### src/design/i2cme_map.svh
// constants for the i2c master event controller
`ifndef I2CME_MAP_SVH
`define I2CME_MAP_SVH
`define I2CME_CON2_START 0
`define I2CME_CON2_RSTART 1
`define I2CME_CON2_STOP 2
`define I2CME_CON2_RECV 3
`define I2CME_CON2_ACK_START_BIT 4
`define I2CME_CON2_ACK_VALUE_BIT 5
`define I2CME_EVENT_MASK 5'h1F
`define I2CME_CON1_WRITE_COLLISION_BIT 7
`define I2CME_CON1_EN 5
`define I2CME_FIRST_PERIPHERAL_FLAG_REGISTER_EVENT 3
`define I2CME_SECOND_PERIPHERAL_FLAG_REGISTER_BCOL 3
`define I2CME_RATE_DIV 4
`define I2CME_RATE_RST 7'h09
`define I2CME_BITS 4'h8
`endif

### src/design/i2cme_pkg.sv
// types for the i2c master event controller
package i2cme_pkg;
	typedef enum logic [2:0] {
		I2CME_IDLE, I2CME_START, I2CME_RSTART, I2CME_STOP,
		I2CME_RECV, I2CME_ACK, I2CME_XMIT
	} i2cme_state_t;
endpackage

### src/design/i2cme_sync.sv
// two-flop synchroniser for one bus line
`timescale 1ns/100ps
module i2cme_sync (
	input wire logic clk,
	input wire logic rst_n,
	input wire logic din,
	output logic dout
);
	logic meta_q;
	always_ff @(posedge clk) begin
		if (!rst_n) begin
			meta_q <= 1'b1;
			dout <= 1'b1;
		end else begin
			meta_q <= din;
			dout <= meta_q;
		end
	end
endmodule // i2cme_sync

### src/design/i2cme_ctrl.sv
// i2c master event engine: start, restart, stop, receive, ack, transmit
//
// Functional notes
// - start, restart, stop, receive begin when their control bit is set
// - ack value is written first, then ack start drives it on bus
// - master clocks the ninth pulse, releases data when transmitting
// - receiver holds data low through the ack pulse high phase
// - ack event drives low for value 0, releases high for value 1
// - writing the buffer starts a one-byte transmit
// - no queuing; software waits for idle before the next event
// - event bits stay set while running, clear themselves on completion
// - idle means five low event bits zero and transmit flag clear
// - transmit-in-progress flag set during transmit, cleared at end
// - every completed event sets the event interrupt flag
// - buffer write or event start while busy sets write collision
// - write collision raises no interrupt, only its status bit
// - bus collision in start, restart, stop, data sets collision flag
// - a one on data is sent by releasing the line
// - data low when expected high with clock high is a collision
// - bit rate from reload value: fosc over four times rate, minus one
// - port enable hands clock and data pins to the engine
// - bytes are eight bits msb first plus a ninth ack clock
// - collision aborts condition, releases lines, clears event bits
`timescale 1ns/100ps
`include "i2cme_map.svh"
module i2cme_ctrl (
	input wire logic clk,
	input wire logic rst_n,
	input wire logic port_enable_bit,
	input wire logic [6:0] rate_reload,
	input wire logic [4:0] event_set,
	input wire logic ack_value_wr,
	input wire logic ack_value_in,
	input wire logic buf_wr,
	input wire logic [7:0] buf_wdata,
	input wire logic buf_rd,
	input wire logic event_flag_clr,
	input wire logic write_collision_bit_clr,
	input wire logic bcol_clr,
	input wire logic scl_in,
	input wire logic sda_in,
	output logic scl_out,
	output logic scl_oe,
	output logic sda_out,
	output logic sda_oe,
	output logic [4:0] event_bits,
	output logic ack_value_bit,
	output logic xmit_busy,
	output logic buf_full,
	output logic [7:0] buf_rdata,
	output logic ack_stat,
	output logic event_interrupt_flag,
	output logic write_collision_bit,
	output logic bus_collision_flag
);
	import i2cme_pkg::*;

	// ----------------------------------------------------------------
	// pin synchronisers
	// ----------------------------------------------------------------
	logic scl_s, sda_s;
	i2cme_sync u_sync_scl (.clk(clk), .rst_n(rst_n), .din(scl_in),
		.dout(scl_s));
	i2cme_sync u_sync_sda (.clk(clk), .rst_n(rst_n), .din(sda_in),
		.dout(sda_s));

	// ----------------------------------------------------------------
	// quarter-bit tick
	// ----------------------------------------------------------------
	// each bit is four ticks of (reload+1) clocks
	logic [6:0] div_q;
	logic tick;
	assign tick = (div_q == 7'h00);
	always_ff @(posedge clk) begin
		if (!rst_n || !port_enable_bit)
			div_q <= 7'h00;
		else if (tick)
			div_q <= rate_reload;
		else
			div_q <= div_q - 7'h01;
	end

	// ----------------------------------------------------------------
	// event sequencer
	// ----------------------------------------------------------------
	i2cme_state_t state_q;
	logic [1:0] ph_q;
	logic [3:0] bit_q;
	logic [7:0] shift_q;
	logic busy, start_req, bcol_hit, done;
	logic exp_high;

	assign busy = (state_q != I2CME_IDLE) || xmit_busy ||
		(event_bits != 5'h00);
	assign start_req = (event_set != 5'h00) || buf_wr;

	// data released means we expect high; checked with clock high.
	// the synchronised level lags the pin by two clocks, so a line
	// we have just let go still reads low; wait for it to settle
	logic [2:0] oe_hist_q;
	always_ff @(posedge clk) begin
		if (!rst_n)
			oe_hist_q <= 3'h0;
		else
			oe_hist_q <= {oe_hist_q[1:0], sda_oe};
	end
	assign exp_high = !sda_oe && (oe_hist_q == 3'h0);
	assign bcol_hit = (state_q != I2CME_IDLE) && (state_q != I2CME_RECV) &&
		exp_high && scl_s && !sda_s && scl_oe == 1'b0 &&
		!(state_q == I2CME_XMIT && bit_q == `I2CME_BITS) &&
		!(state_q == I2CME_ACK && ack_value_bit);

	// a condition ends after four ticks; a transmit after nine bits.
	// receive stops after eight: the ack event clocks the ninth
	assign done = tick && ph_q == 2'd3 &&
		((state_q == I2CME_START) || (state_q == I2CME_RSTART) ||
		 (state_q == I2CME_STOP) || (state_q == I2CME_ACK) ||
		 (state_q == I2CME_XMIT && bit_q == `I2CME_BITS) ||
		 (state_q == I2CME_RECV && bit_q == 4'h7));

	always_ff @(posedge clk) begin
		if (!rst_n) begin
			state_q <= I2CME_IDLE;
		end else if (!port_enable_bit || bcol_hit) begin
			state_q <= I2CME_IDLE;
		end else if (state_q == I2CME_IDLE && !busy && start_req) begin
			if (buf_wr)
				state_q <= I2CME_XMIT;
			else if (event_set[`I2CME_CON2_START])
				state_q <= I2CME_START;
			else if (event_set[`I2CME_CON2_RSTART])
				state_q <= I2CME_RSTART;
			else if (event_set[`I2CME_CON2_STOP])
				state_q <= I2CME_STOP;
			else if (event_set[`I2CME_CON2_RECV])
				state_q <= I2CME_RECV;
			else
				state_q <= I2CME_ACK;
		end else if (done) begin
			state_q <= I2CME_IDLE;
		end
	end

	always_ff @(posedge clk) begin
		if (!rst_n || state_q == I2CME_IDLE) begin
			ph_q <= 2'd0;
			bit_q <= 4'h0;
		end else if (tick) begin
			ph_q <= ph_q + 2'd1;
			if (ph_q == 2'd3)
				bit_q <= bit_q + 4'h1;
		end
	end

	// ----------------------------------------------------------------
	// control and status bits
	// ----------------------------------------------------------------
	logic accept;
	assign accept = state_q == I2CME_IDLE && !busy && start_req &&
		port_enable_bit;

	always_ff @(posedge clk) begin
		if (!rst_n || !port_enable_bit || bcol_hit) begin
			event_bits <= 5'h00;
		end else if (accept && !buf_wr) begin
			event_bits <= event_set;
		end else if (done && state_q != I2CME_XMIT) begin
			event_bits <= 5'h00;
		end
	end

	always_ff @(posedge clk) begin
		if (!rst_n)
			ack_value_bit <= 1'b0;
		else if (ack_value_wr)
			ack_value_bit <= ack_value_in;
	end

	always_ff @(posedge clk) begin
		if (!rst_n || !port_enable_bit || bcol_hit)
			xmit_busy <= 1'b0;
		else if (accept && buf_wr)
			xmit_busy <= 1'b1;
		else if (done && state_q == I2CME_XMIT)
			xmit_busy <= 1'b0;
	end

	// refused requests are dropped; only the status bit records them
	always_ff @(posedge clk) begin
		if (!rst_n)
			write_collision_bit <= 1'b0;
		else if (start_req && busy)
			write_collision_bit <= 1'b1;
		else if (write_collision_bit_clr)
			write_collision_bit <= 1'b0;
	end

	always_ff @(posedge clk) begin
		if (!rst_n)
			event_interrupt_flag <= 1'b0;
		else if (done)
			event_interrupt_flag <= 1'b1;
		else if (event_flag_clr)
			event_interrupt_flag <= 1'b0;
	end

	always_ff @(posedge clk) begin
		if (!rst_n)
			bus_collision_flag <= 1'b0;
		else if (bcol_hit)
			bus_collision_flag <= 1'b1;
		else if (bcol_clr)
			bus_collision_flag <= 1'b0;
	end

	// ----------------------------------------------------------------
	// shift register, buffer and ack capture
	// ----------------------------------------------------------------
	logic tx_shift, rx_sample;
	// transmit moves on while the clock is low; receive samples in the
	// last clock of the high phase, before the far side changes the line
	assign tx_shift = tick && ph_q == 2'd3 && bit_q < `I2CME_BITS &&
		state_q == I2CME_XMIT;
	assign rx_sample = tick && ph_q == 2'd2 && bit_q < `I2CME_BITS &&
		state_q == I2CME_RECV;

	always_ff @(posedge clk) begin
		if (!rst_n) begin
			shift_q <= 8'h00;
		end else if (accept && buf_wr) begin
			shift_q <= buf_wdata;
		end else if (tx_shift || rx_sample) begin
			shift_q <= {shift_q[6:0], sda_s};
		end
	end

	// sample point is the last clock of the high phase of the clock
	always_ff @(posedge clk) begin
		if (!rst_n)
			ack_stat <= 1'b0;
		else if (tick && ph_q == 2'd2 && bit_q == `I2CME_BITS &&
			state_q == I2CME_XMIT)
			ack_stat <= sda_s;
	end

	always_ff @(posedge clk) begin
		if (!rst_n) begin
			buf_rdata <= 8'h00;
			buf_full <= 1'b0;
		end else if (accept && buf_wr) begin
			buf_rdata <= buf_wdata;
			buf_full <= 1'b1;
		end else if (rx_sample && bit_q == 4'h7) begin
			buf_rdata <= {shift_q[6:0], sda_s};
			buf_full <= 1'b1;
		end else if (buf_rd || (done && state_q == I2CME_XMIT) ||
			bcol_hit) begin
			buf_full <= 1'b0;
		end
	end

	// ----------------------------------------------------------------
	// pin drive; oe high pulls the line low
	// ----------------------------------------------------------------
	logic scl_low_d, sda_low_d;
	always_comb begin
		scl_low_d = 1'b0;
		sda_low_d = 1'b0;
		unique case (state_q)
			I2CME_IDLE: begin
				scl_low_d = scl_oe;
				sda_low_d = sda_oe;
			end
			I2CME_START: begin
				sda_low_d = ph_q >= 2'd2;
				scl_low_d = ph_q == 2'd3;
			end
			I2CME_RSTART: begin
				scl_low_d = ph_q == 2'd0;
				sda_low_d = ph_q == 2'd3;
			end
			I2CME_STOP: begin
				scl_low_d = ph_q == 2'd0;
				sda_low_d = ph_q <= 2'd1;
			end
			I2CME_ACK: begin
				scl_low_d = ph_q == 2'd0 || ph_q == 2'd3;
				sda_low_d = !ack_value_bit;
			end
			I2CME_RECV: begin
				scl_low_d = ph_q == 2'd0 || ph_q == 2'd3;
				sda_low_d = 1'b0;
			end
			I2CME_XMIT: begin
				scl_low_d = ph_q == 2'd0 || ph_q == 2'd3;
				// ones and the ack slot float high
				sda_low_d = bit_q < `I2CME_BITS &&
					!shift_q[7];
			end
		endcase
		if (!port_enable_bit || bcol_hit) begin
			scl_low_d = 1'b0;
			sda_low_d = 1'b0;
		end
	end

	// open drain: the driven level is always low
	always_ff @(posedge clk) begin
		if (!rst_n) begin
			scl_oe <= 1'b0;
			scl_out <= 1'b0;
		end else begin
			scl_oe <= scl_low_d;
			scl_out <= 1'b0;
		end
	end

	always_ff @(posedge clk) begin
		if (!rst_n) begin
			sda_oe <= 1'b0;
			sda_out <= 1'b0;
		end else begin
			sda_oe <= sda_low_d;
			sda_out <= 1'b0;
		end
	end
endmodule // i2cme_ctrl

### config.mk
export PLATFORM = sky130hd
export DESIGN_NAME = i2cme_ctrl
export DESIGN_NICKNAME = d
export VERILOG_FILES = /design/src/design/i2cme_pkg.sv /design/src/design/i2cme_sync.sv /design/src/design/i2cme_ctrl.sv
export VERILOG_INCLUDE_DIRS = /design/src /design/src/design
export SDC_FILE = /design/constraint.sdc
export NUM_CORES = 1
export LEC_CHECK = 0
export ABC_AREA = 1
export BUFFER_PORTS_ARGS = -buffer_cell sky130_fd_sc_hd__buf_2
export CAP_MARGIN = 20
export CORE_ASPECT_RATIO = 1.4
export CORE_MARGIN = 1
export CORE_UTILIZATION = 29
export DETAILED_ROUTE_END_ITERATION = 6
export PLACE_DENSITY = 0.55
export SLEW_MARGIN = 10
export SYNTH_ARGS = -nofsm -noshare
export SYNTH_HDL_FRONTEND = slang
export SYNTH_SLANG_ARGS = --single-unit
### constraint.sdc
create_clock -name clk -period 2 [get_ports clk]
set_clock_uncertainty 0.15 [all_clocks]
set_input_delay 0.2 -clock clk [delete_from_list [all_inputs] [get_ports clk]]
set_output_delay 0.2 -clock clk [all_outputs]
set_load 0.03 [all_outputs]
After elaboration in Yosys (flattened, before gate mapping) --
Index checks and enable logic that the tools add are counted.
Operators by class: mux-type cells 27, order comparisons 3, $add $sub $neg 3, bitwise gates (word level) 2, reductions and logical operators 76, equal/unequal tests 12
Operator list (count):
- $mux W8 | 4
- $logic_and A1 B1 Y1 | 30
- $mux W3 | 6
- $logic_or A1 B1 Y1 | 16
- $reduce_bool A2 Y1 | 8
- $mux W1 | 12
- $logic_not A1 Y1 | 10
- $mux W5 | 2
- $reduce_bool A5 Y1 | 2
- $eq A3 B3 Y1 const B | 3
- $logic_not A7 Y1 | 1
- $mux W7 | 1
- $sub A7 B1 Y7 const B | 1
- $eq A3 B2 Y1 const B | 2
- $logic_not A3 Y1 | 2
- $ne A3 B3 Y1 const B | 2
- $pmux W1 S6 | 1
- $reduce_bool A3 Y1 | 2
- $add A4 B1 Y4 const B | 1
- $eq A2 B2 Y1 const B | 2
- $eq A4 B3 Y1 const B | 1
- $eq A4 B4 Y1 const B | 1
- $lt A4 B4 Y1 const B | 1
- $reduce_or A2 Y1 | 2
- 9 further kinds | 10
Word-level totals: word-level logic and storage cells 144, flip-flop bits (word level) 53, input port bits 32

Longest topological paths before layout --
Gate-level depths: netlist of the first run.
word-level depth 13, gate-level depth with buffers 11

Hierarchy --
Synthesis of the first run repeated with hierarchy kept, for this count alone.
Second synthesis, totals: cells, all modules 398, area, all modules 2762.6 µm²
By module, submodules not included:
- i2cme_ctrl | seq. area each 980.9 µm², instances 1, cells an instance 386, area an instance 2652.5 µm²
- i2cme_sync | seq. area each 40.0 µm², instances 2, cells an instance 6, area an instance 55.1 µm²

Worst setup path after synthesis of the first run --
OpenSTA, ideal clock, no wires.
path kind reg2reg, from register div_q[0], to register buf_rdata[7], path buffers 0, data required time 1734 ps, cell stages (with the launch flop) 12, path slack 311 ps, arrival 1423 ps, library setup time 116 ps, cells stage by stage dfxtp_1 inv_1 ha_1 inv_1 nor2_1 nand3_4 nor2_2 nand3_1 nand2_4 inv_2 nor2_1 nor2_1
Between the ends: word-level cells in the longest chain between the ends 6
RTL lines:
- from (decl) | RTL line i2cme_ctrl.sv:71 | logic [6:0] div_q;
- from (signal assigned) | RTL line i2cme_ctrl.sv:78 | div_q <= rate_reload;
- from (signal assigned) | RTL line i2cme_ctrl.sv:80 | div_q <= div_q - 7'h01;
- $logic_not A7 Y1 | RTL line i2cme_ctrl.sv:73 | assign tick = (div_q == 7'h00);
- $logic_and A1 B1 Y1 | RTL line i2cme_ctrl.sv:224 | assign rx_sample = tick && ph_q == 2'd2 && bit_q < `I2CME_BITS &&
- $logic_and A1 B1 Y1 (no line)
- $logic_and A1 B1 Y1 | RTL line i2cme_ctrl.sv:224
- $logic_and A1 B1 Y1 | RTL line i2cme_ctrl.sv:253 | end else if (rx_sample && bit_q == 4'h7) begin
- $reduce_bool A2 Y1 (no line)
- to (signal assigned) | RTL line i2cme_ctrl.sv:251 | buf_rdata <= buf_wdata;
- to (signal assigned) | RTL line i2cme_ctrl.sv:254 | buf_rdata <= {shift_q[6:0], sda_s};
- to (decl) | RTL line i2cme_ctrl.sv:50 | output logic [7:0] buf_rdata,
No other way between the ends. A chain may end at the register's enable or synchronous reset.

Worst setup path in the final report of the first run --
from register div_q[0], to register buf_rdata[0]
Same word-level chain as after synthesis.

==> out/summary.txt, run 1 <==
Final setup viols: 0
Final count of hold timing violations: 0
Post-synthesis cell type count: 37
Core area: 0.00913 sq mm
Die Area: 0.00987 sq mm
Worst Path Arrival: 1.87 ns
Nets@finish: 487
Crit Path Max Fanout: 9
Die Ht: 117 um
RePlAce Congestion: 0.830
Placed cell area: 0.00312 sq mm
Mapped Area: 0.00275 sq mm
Worst vdd ir: 0.000505 V
Routed Wire Length: 6750 um
Most common cell after layout, fill and taps aside: nand2_1
First-pass GRT wire length: 11400 um
DR WL/cell: 12.2 um
DR pass1 iterations: 6
Ys async rst share: 0
Site row count: 41
Leak pwr: 1.61 nW
Clock Tree Buf Depth: 2
CTS clock-pin slew for the worst setup and hold paths: 0.08 ns
Data required time of the worst path: 2.06 ns
Fillers: 997
Commonest cells after routing, fill and taps aside: nand2_1 (63), nor2_1 (55), dfxtp_1 (53), buf_2 (53), inv_1 (44)
Cell count after synthesis: 379
CP Class: register to register
Min-Delay Path Class: input port to register
Critical Path Start Type: register
Worst-skew pair later-pin latency: 0.30 ns
Global route overflow: 0
Fin cells: 555
Top cells by area, synth: dfxtp_1 (39%), nand2_1 (8.6%), nor2_1 (7.7%), nand3_1 (6.4%), inv_1 (6.0%)
Share of the synthesized area in the top cell type: 0.386
Clk root buf: clkbuf_16
Number of global-route vias before repair: 2486
Syn Area/Cell: 7.25 sq um
#FFs+latches synth: 53
Cell area after layout: 0.00338 sq mm
Seq/Total Area, Yosys: 0.386
Post-synth EDFFs: 0
Layout cell share with drive strength beyond 1: 0.243
Post-route clock period utilization: 0.908
CP Capture Type: register
Via count: 2604
Initial drt markers: 136
N_diodes: 0
# H-tree levels: 2
Total CTS buffers: 5
Met1 Usage GRT: 0.162
Post-DR vias/cell: 4.69
# DRC: 6
# IOs: 56
Syn-to-layout area delta: 22.9%
Max cap viols: 0
Detailed Place HPWL: 5200 um
PD cells: 838 mW/mm^2
Initial antenna violation count: 0
Cell taking the most area after synthesis: dfxtp_1
Busiest grt layer: met2
Synth warnings: 0
CTS tree: yes
GRT Overall Usage: 0.147
ANT nets after route: 0
Grt met3 use: 0.0281
Clock sinks: 53
Status: complete, but fails checks
Number of instances in the placed design: 536
Die width: 84.3 um
Slew Viols, Final: 0
Initial Util: 0.301
Period minus WS final: 1.82 ns
Ys flop type: dfxtp_1
F_max: 551 MHz
Failing checks: DRC
Largest net degree at the start of global routing: 19
I/O Buffers: 53
Met2 usage: 0.267
[report_power, final]
part | leakage (nW) | switching [mW] | internal [mW]
sequential | 0.433 | 0.0608 | 1.14
clock | 0.0704 | 0.418 | 0.471
combinational | 1.11 | 0.473 | 0.271
total | 1.61 | 0.952 | 1.88
[timing repair]
action,4_1_cts,5_1_grt
gates resized for setup,0,1
hold buffers,8,0
endpoints found under the hold margin,7,0
buffers inserted,0,3
endpoints found under the setup margin,0,21
[sequential cells by signal, indices dropped and copies added (netlist names), 2 cells and up]
name	count
event_bits	5
buf_rdata	8
div_q	7
ph_q	2
bit_q	4
state_q	3
oe_hist_q	3
shift_q	8
[cell usage after synthesis (5+ instances only)]
cell type / instances
nand4_1: 12
nor2_1: 56
ha_1: 8
inv_1: 44
dfxtp_1: 53
nand2_1: 63
nand3_1: 35
o21ai_0: 16
inv_2: 7
a21oi_2: 5
o21ai_1: 9
a21oi_1: 17
nand2_2: 5
nor3_1: 5
[layer usage]
metal | up-vias | part of all wire | wire length, um
met4 | 0 | 0.034 | 227
met2 | 62 | 0.50 | 3350
met1 | 1170 | 0.43 | 2890
met3 | 16 | 0.042 | 285
li1 | 1356 | - | -
met5 | - | 0 | 0
[final timing paths]
| path | from | endpoint | slack (ns) | cells past startpoint |
|---|---|---|---|---|
| max | div_q[0]$_SDFF_PP0_ | buf_rdata[0]$_SDFFE_PN0P_ | 0.18 | 11 |
| min | bcol_clr | bus_collision_flag$_SDFFE_PN0P_ | 0.01 | 4 |
| max reg2reg | div_q[0]$_SDFF_PP0_ | buf_rdata[0]$_SDFFE_PN0P_ | 0.18 | 11 |
| min reg2reg | u_sync_sda.meta_q$_SDFF_PN1_ | u_sync_sda.dout$_SDFF_PN1_ | 0.27 | 1 |
[cell families after synthesis]
group | Yosys count | synth area share
other | 1 | 0.00136
and+or+nand+nor | 198 | 0.358
DFF | 53 | 0.386
adders and majority gates | 8 | 0.0364
AOI/OAI and AO/OA | 54 | 0.112
xor gates and xnor gates | 2 | 0.00638
buffers and inverters | 63 | 0.0997
[layout make-up]
cell class,count,area (sq um),area share
multi-input cells,264,1420,0.420
flip-flops and latches,53,1060,0.314
repair buffers,70,413,0.122
inverters,53,200,0.0593
well taps,107,134,0.0396
clock buffers,5,125,0.0371
clock inverters,3,25.0,0.00741
[worst max-delay path, cell delays in order (launching register included)]
cell	delay, ns
dfxtp_1	0.31
inv_1	0.09
ha_1	0.18
inv_1	0.05
nor2_2	0.12
nand3_4	0.11
nor2_2	0.15
nand3_1	0.16
nand2_4	0.14
inv_2	0.09
nor2_1	0.12
nor2_1	0.05
[stage by stage]
stage	hold WS (ns)	util	worst slack (ns)	total power [mW]	TNS (ns)
global placement	0.241	0.342	0.148	1.94	0
CTS	0.00723	0.367	0.106	2.86	0
detailed placement	0.241	0.342	0.0945	1.95	0
floorplan	0.157	-	0.311	1.77	0
global route	0.0186	0.370	-0.00261	3.02	-0.00366
finish	0.0105	0.370	0.184	2.83	0
Note: power is estimated with default switching activity, not from simulation.
==> run 2, diff against run 1 <==
==> constraint.sdc (replaced) <==
create_clock -name clk -period 2 [get_ports clk]
set_clock_uncertainty 0.15 [all_clocks]
set_input_delay 0.1 -clock clk [delete_from_list [all_inputs] [get_ports clk]]
set_output_delay 0.1 -clock clk [all_outputs]
set_load 0.03 [all_outputs]
==> run 2 against run 1 <==
  * The flow still finishes with violations (DRC)
  * Die area did not move
  * Non-clock buffer count up 13
  * Final area increased by 3.9%
==> out/summary.txt, run 2 (synthesis gave the netlist of run 1 again) <==
Final count of hold timing violations: 0 (unchanged)
Crit-path leading delay family: simple AND/OR/NAND/NOR gates
GRT Overall Usage: 0.148 (+0.00151)
Largest net degree at the start of global routing: 19 (unchanged)
Combinational power share: 0.268 (+0.005)
RePlAce Congestion: 0.830 (unchanged)
CTS tree: yes
Power Internal: 1.90 mW (+0.89%)
Initial antenna violation count: 0 (unchanged)
Largest registers: buf_rdata (8), shift_q (8), div_q (7)
CTS clock-pin slew for the worst setup and hold paths: 0.08 ns (about the same)
I/O Buffers: 53 (unchanged)
Switching power: 0.958 mW (+0.70%)
N_diodes: 0 (unchanged)
F_max: 551 MHz (about the same)
Status: complete, but fails checks
DR pass1 iterations: 6 (unchanged)
Detailed Place HPWL: 5200 um (unchanged)
Fin cells: 568 (+2.3%)
Number of global-route vias before repair: 2549 (+2.5%)
Period minus WS final: 1.82 ns (-0.000397 ns)
Global route overflow: 0 (unchanged)
# DRC: 6 (unchanged)
First-pass GRT wire length: 11500 um (+1.2%)
# H-tree levels: 2 (unchanged)
Die Area: 0.00987 sq mm (unchanged)
# IOs: 56 (unchanged)
DR WL/cell: 12.0 um (-1.1%)
Syn-to-layout area delta: 27.6%
Core area: 0.00913 sq mm (unchanged)
Largest stage delay on the critical path: 0.31 ns (about the same)
Die width: 84.3 um (unchanged)
Initial drt markers: 99 (-27%)
Failing checks: DRC
Final setup viols: 0 (unchanged)
Setup_tns: 0 ns (unchanged)
Total CTS buffers: 5 (unchanged)
WHS: 0.0496 ns (+0.0391 ns)
Crit path cell chain: inv_1 > ha_1 > inv_1 > nor2_2 > nand3_4 > nor2_2 > nand3_1 > nand2_4 > inv_2 > nor2_1 > nor2_1
Number of instances in the placed design: 536 (unchanged)
Clock Tree Buf Depth: 2 (unchanged)
Routed Wire Length: 6840 um (+1.3%)
Worst-skew pair later-pin latency: 0.31 ns (about the same)
Most common cell after layout, fill and taps aside: nand2_1
Nets@finish: 500 (+2.7%)
Seq. cell area: 0.00106 sq mm (unchanged)
PD cells: 814 mW/mm^2 (-2.9%)
Site row count: 41 (unchanged)
Leak pwr: 1.66 nW (+3.4%)
Multi-input gate area: 0.00142 sq mm (unchanged)
Placed cell area: 0.00312 sq mm (unchanged)
Clock share of power: 0.313 (about the same)
Worst path slowest cell: dfxtp_1
Worst Path Arrival: 1.87 ns (about the same)
Net Sw Frac: 0.336 (-0.000407)
Crit Path Max Fanout: 9 (unchanged)
Cell area after layout: 0.00351 sq mm (+3.9%)
Commonest cells after routing, fill and taps aside: nand2_1 (63), nor2_1 (55), dfxtp_1 (53), buf_2 (53), inv_1 (44)
Via count: 2641 (+1.4%)
CP bufs+invs: 3 (unchanged)
Die Ht: 117 um (unchanged)
Post-DR vias/cell: 4.65 (-0.90%)
Layout cell share with drive strength beyond 1: 0.236 (-0.00686)
Max cap viols: 0 (unchanged)
Min-Delay Path Class: input port to register
Critical Path Start Type: register
Initial Util: 0.301 (unchanged)
Data required time of the worst path: 2.06 ns (about the same)
Post-route clock period utilization: 0.908 (about the same)
Worst vdd ir: 0.000512 V (+1.5%)
Flop pwr share: 0.420 (-0.003)
Slew Viols, Final: 0 (unchanged)
CP Capture Type: register
CP Class: register to register
Clock sinks: 53 (unchanged)
Fillers: 989 (-0.80%)
Clk root buf: clkbuf_16
ANT nets after route: 0 (unchanged)
Utilization after layout: 0.384 (+0.0143)
[run 2: cell types whose count changed in the layout (fill, tap and decap cells not counted), sizes merged]
cell / previous run / this run
dlygate4sd3: 8 / 21
[run 2: timing repair]
action / CTS / global route
resized for setup: 0 / 1
setup buffers: 0 / 3
endpoints found under the setup margin: 0 / 21
hold endpoints to repair: 20 / 0
hold buffers: 21 / 0
[run 2: cell type report]
type | instances | area share
Multi-Input combinational cell | 264 | 0.405
Clock inverter | 3 | 0.00714
Inverter | 53 | 0.0571
Sequential cell | 53 | 0.303
Timing Repair Buffer | 83 | 0.155
Clock buffer | 5 | 0.0357
Tap cell | 107 | 0.0382
[run 2: power groups by stage]
stage          Sequential (mW)  Combinational [mW]  Clock, mW
2_1_floorplan             1.26               0.509          0
3_3_place_gp              1.22               0.718          0
3_5_place_dp              1.22               0.726          0
4_1_cts                   1.20               0.762      0.921
5_1_grt                   1.21               0.863      0.967
6_report                  1.20               0.764      0.892
[run 2: final timing paths]
check	startpoint	to	slack, ns	cells past startpoint
min	buf_wdata[3]	buf_rdata[3]$_SDFFE_PN0P_	0.05	5
max reg2reg	div_q[0]$_SDFF_PP0_	buf_rdata[0]$_SDFFE_PN0P_	0.18	11
min reg2reg	u_sync_sda.meta_q$_SDFF_PN1_	u_sync_sda.dout$_SDFF_PN1_	0.27	1
max	div_q[0]$_SDFF_PP0_	buf_rdata[0]$_SDFFE_PN0P_	0.18	11
[run 2: worst register-to-register path, delay by kind of cell (launching register included)]
kind,cells,cell delay (ns)
adder cells (fa/ha/maj),1,0.18
flip-flops,1,0.31
buffers and inverters,3,0.23
AND/OR/NAND/NOR,7,0.85
[run 2: per-layer routing]
layer | global-route usage | up-vias | share of wire
met4 | 0.0839 | 0 | 0.034
met5 | 0 | - | 0
met1 | 0.163 | 1189 | 0.44
met3 | 0.0266 | 16 | 0.036
met2 | 0.271 | 53 | 0.49
li1 | - | 1383 | -
[run 2: per-stage QoR]
step	setup slack, ns	power [mW]
after global placement	0.148	1.94
after CTS	0.106	2.88
final	0.185	2.85
after floorplan	0.311	1.77
after detailed placement	0.0945	1.95
after global routing	-0.00261	3.04
==> run 3, diff against run 2 <==
--- a/config.mk
+++ b/config.mk
@@ -14,6 +14,7 @@
 export CORE_UTILIZATION = 29
 export DETAILED_ROUTE_END_ITERATION = 6
 export PLACE_DENSITY = 0.55
+export RECOVER_POWER = 50
 export SLEW_MARGIN = 10
 export SYNTH_ARGS = -nofsm -noshare
 export SYNTH_HDL_FRONTEND = slang
==> constraint.sdc (replaced) <==
create_clock -name clk -period 2 [get_ports clk]
set_clock_uncertainty 0.15 [all_clocks]
set_input_delay 0.3 -clock clk [delete_from_list [all_inputs] [get_ports clk]]
set_output_delay 0.3 -clock clk [all_outputs]
set_load 0.03 [all_outputs]
==> run 3 against run 2 <==
  * The run still ends with DRC left
  * First-iteration DRC count down 33%
  * Register-to-register slack about the same
  * Sequential cell count unchanged
  * Critical path type unchanged
  * Critical endpoint is now buf_rdata[3]$_SDFFE_PN0P_
  * Highest routed layer unchanged
==> out/summary.txt, run 3 (synthesis gave the netlist of run 1 again) <==
Die width: 84.3 um (unchanged)
Core area: 0.00913 sq mm (unchanged)
Post-route clock period utilization: 0.910 (+0.00261)
Die Area: 0.00987 sq mm (unchanged)
# H-tree levels: 2 (unchanged)
Largest net degree at the start of global routing: 19 (unchanged)
Crit Path Max Fanout: 9 (unchanged)
CP bufs+invs: 3 (unchanged)
Final setup viols: 0 (unchanged)
CTS tree: yes
Layout cell share with drive strength beyond 1: 0.195 (-0.0419)
Worst vdd ir: 0.000508 V (-0.71%)
GRT Overall Usage: 0.149 (+0.000480)
# DRC: 6 (unchanged)
Fillers: 1027 (+3.8%)
Global route overflow: 0 (unchanged)
Worst-skew pair later-pin latency: 0.30 ns (about the same)
Post-route setup slack: 0.180 ns (-0.00522 ns)
RePlAce Congestion: 0.821 (-1.2%)
Setup_tns: 0 ns (unchanged)
Period minus WS final: 1.82 ns (+0.00521 ns)
Met2 usage: 0.278 (+0.00656)
Failing checks: DRC
PD cells: 859 mW/mm^2 (+5.6%)
Leak pwr: 1.49 nW (-11%)
Final count of hold timing violations: 0 (unchanged)
Worst Path Arrival: 1.87 ns (about the same)
# IOs: 56 (unchanged)
DR WL/cell: 12.5 um (+4.1%)
RSZ-0062 raised after global routing: no
Tightest Pin Transition: 0.708 ns
Critical Path Start Type: register
Slew Viols, Final: 0 (unchanged)
Total CTS buffers: 5 (unchanged)
CTS clock-pin slew for the worst setup and hold paths: 0.08 ns (about the same)
CP Class: register to register
Data required time of the worst path: 2.05 ns (about the same)
Most common cell after layout, fill and taps aside: nand2_1
ANT nets after route: 0 (unchanged)
Status: complete, but fails checks
Site row count: 41 (unchanged)
N_diodes: 0 (unchanged)
Hold_buf cts: 0 (-100%)
Met1 Usage GRT: 0.167 (+0.00446)
Nets@finish: 481 (-3.8%)
Clock sinks: 53 (unchanged)
Initial antenna violation count: 0 (unchanged)
Initial drt markers: 66 (-33%)
F_max: 549 MHz (-0.29%)
Post-DR vias/cell: 4.76 (+2.4%)
Largest stage delay on the critical path: 0.31 ns (about the same)
Syn-to-layout area delta: 19.4%
Min-Delay Path Class: input port to register
Number of global-route vias before repair: 2519 (-1.2%)
DR pass1 iterations: 6 (unchanged)
I/O Buffers: 53 (unchanged)
Initial Util: 0.301 (unchanged)
Die Ht: 117 um (unchanged)
Worst rel slew slack: 0.528
First-pass GRT wire length: 11700 um (+1.2%)
Routed Wire Length: 6880 um (+0.57%)
Commonest cells after routing, fill and taps aside: nand2_1 (63), nor2_1 (55), dfxtp_1 (53)
Busiest grt layer: met2
Largest registers: buf_rdata (8), shift_q (8), div_q (7)
Clock Tree Buf Depth: 2 (unchanged)
Crit path cell chain: inv_1 > ha_1 > inv_1 > nor2_2 > nand3_4 > nor2_2 > nand3_1 > nand2_4 > inv_2 > nor2_1 > nor2_1
Clk root buf: clkbuf_16
Worst path slowest cell: dfxtp_1
CP Capture Type: register
Grt met3 use: 0.0245 (-0.00210)
Setup slack after placement: 0.119 ns (+0.0246 ns)
Crit-path leading delay family: simple AND/OR/NAND/NOR gates
Max cap viols: 0 (unchanged)
Detailed Place HPWL: 5360 um (+3.2%)
Via count: 2615 (-0.98%)
-- run 3: what timing repair did --
action,4_1_cts,5_1_grt
buffers inserted,0,6
gates resized for setup,0,2
endpoints found under the setup margin,0,12
-- run 3: through the flow --
stage           util  total power, mW  hold WS (ns)  cell area [sq um]  instances
2_1_floorplan      -             1.77         0.243               2750        380
3_3_place_gp   0.341             1.93         0.261               3110        535
3_5_place_dp   0.341             1.95         0.263               3110        535
4_1_cts        0.358             2.84        0.0411               3270        543
5_1_grt        0.359             2.99        0.0474               3280        549
6_report       0.359             2.82        0.0430               3280        549
-- run 3: worst register-to-register path: cells and delay by family, from the launching register on --
| kind | cells | cell delay (ns) |
|---|---|---|
| adders and majority gates | 1 | 0.18 |
| buffers and inverters | 3 | 0.23 |
| DFF | 1 | 0.31 |
| and+or+nand+nor | 7 | 0.85 |
-- run 3: final timing paths --
check | startpoint | to | slack, ns | cells after the start
worst min register to register | u_sync_scl.meta_q$_SDFF_PN1_ | u_sync_scl.dout$_SDFF_PN1_ | 0.27 | 1
worst max-delay path | div_q[0]$_SDFF_PP0_ | buf_rdata[3]$_SDFFE_PN0P_ | 0.18 | 11
worst min-delay path | scl_in | u_sync_scl.meta_q$_SDFF_PN1_ | 0.04 | 2
worst max register to register | div_q[0]$_SDFF_PP0_ | buf_rdata[3]$_SDFFE_PN0P_ | 0.18 | 11
-- run 3: area by class of cell --
cell class              instances  area [sq um]  share of cell area
inverters                      53           200              0.0610
repair buffers                 64           309              0.0942
multi-input cells             264          1420               0.434
clock inverters                 3          26.3             0.00801
flip-flops and latches         53          1060               0.324
clock buffers                   5           125              0.0382
well taps                     107           134              0.0408
-- run 3: report_power, final --
group	total [mW]	switching [mW]	internal (mW)
clock network	0.887	0.414	0.474
logic	0.730	0.480	0.250
registers	1.20	0.0639	1.14
-- run 3: routing by layer --
layer  vias to the layer above  routed length, um  share of wire
met2                        50               3460           0.50
met4                         0                182          0.026
met5                         -                  0              0
met1                      1204               2970           0.43
met3                        10                262          0.038
li1                       1351                  -              -
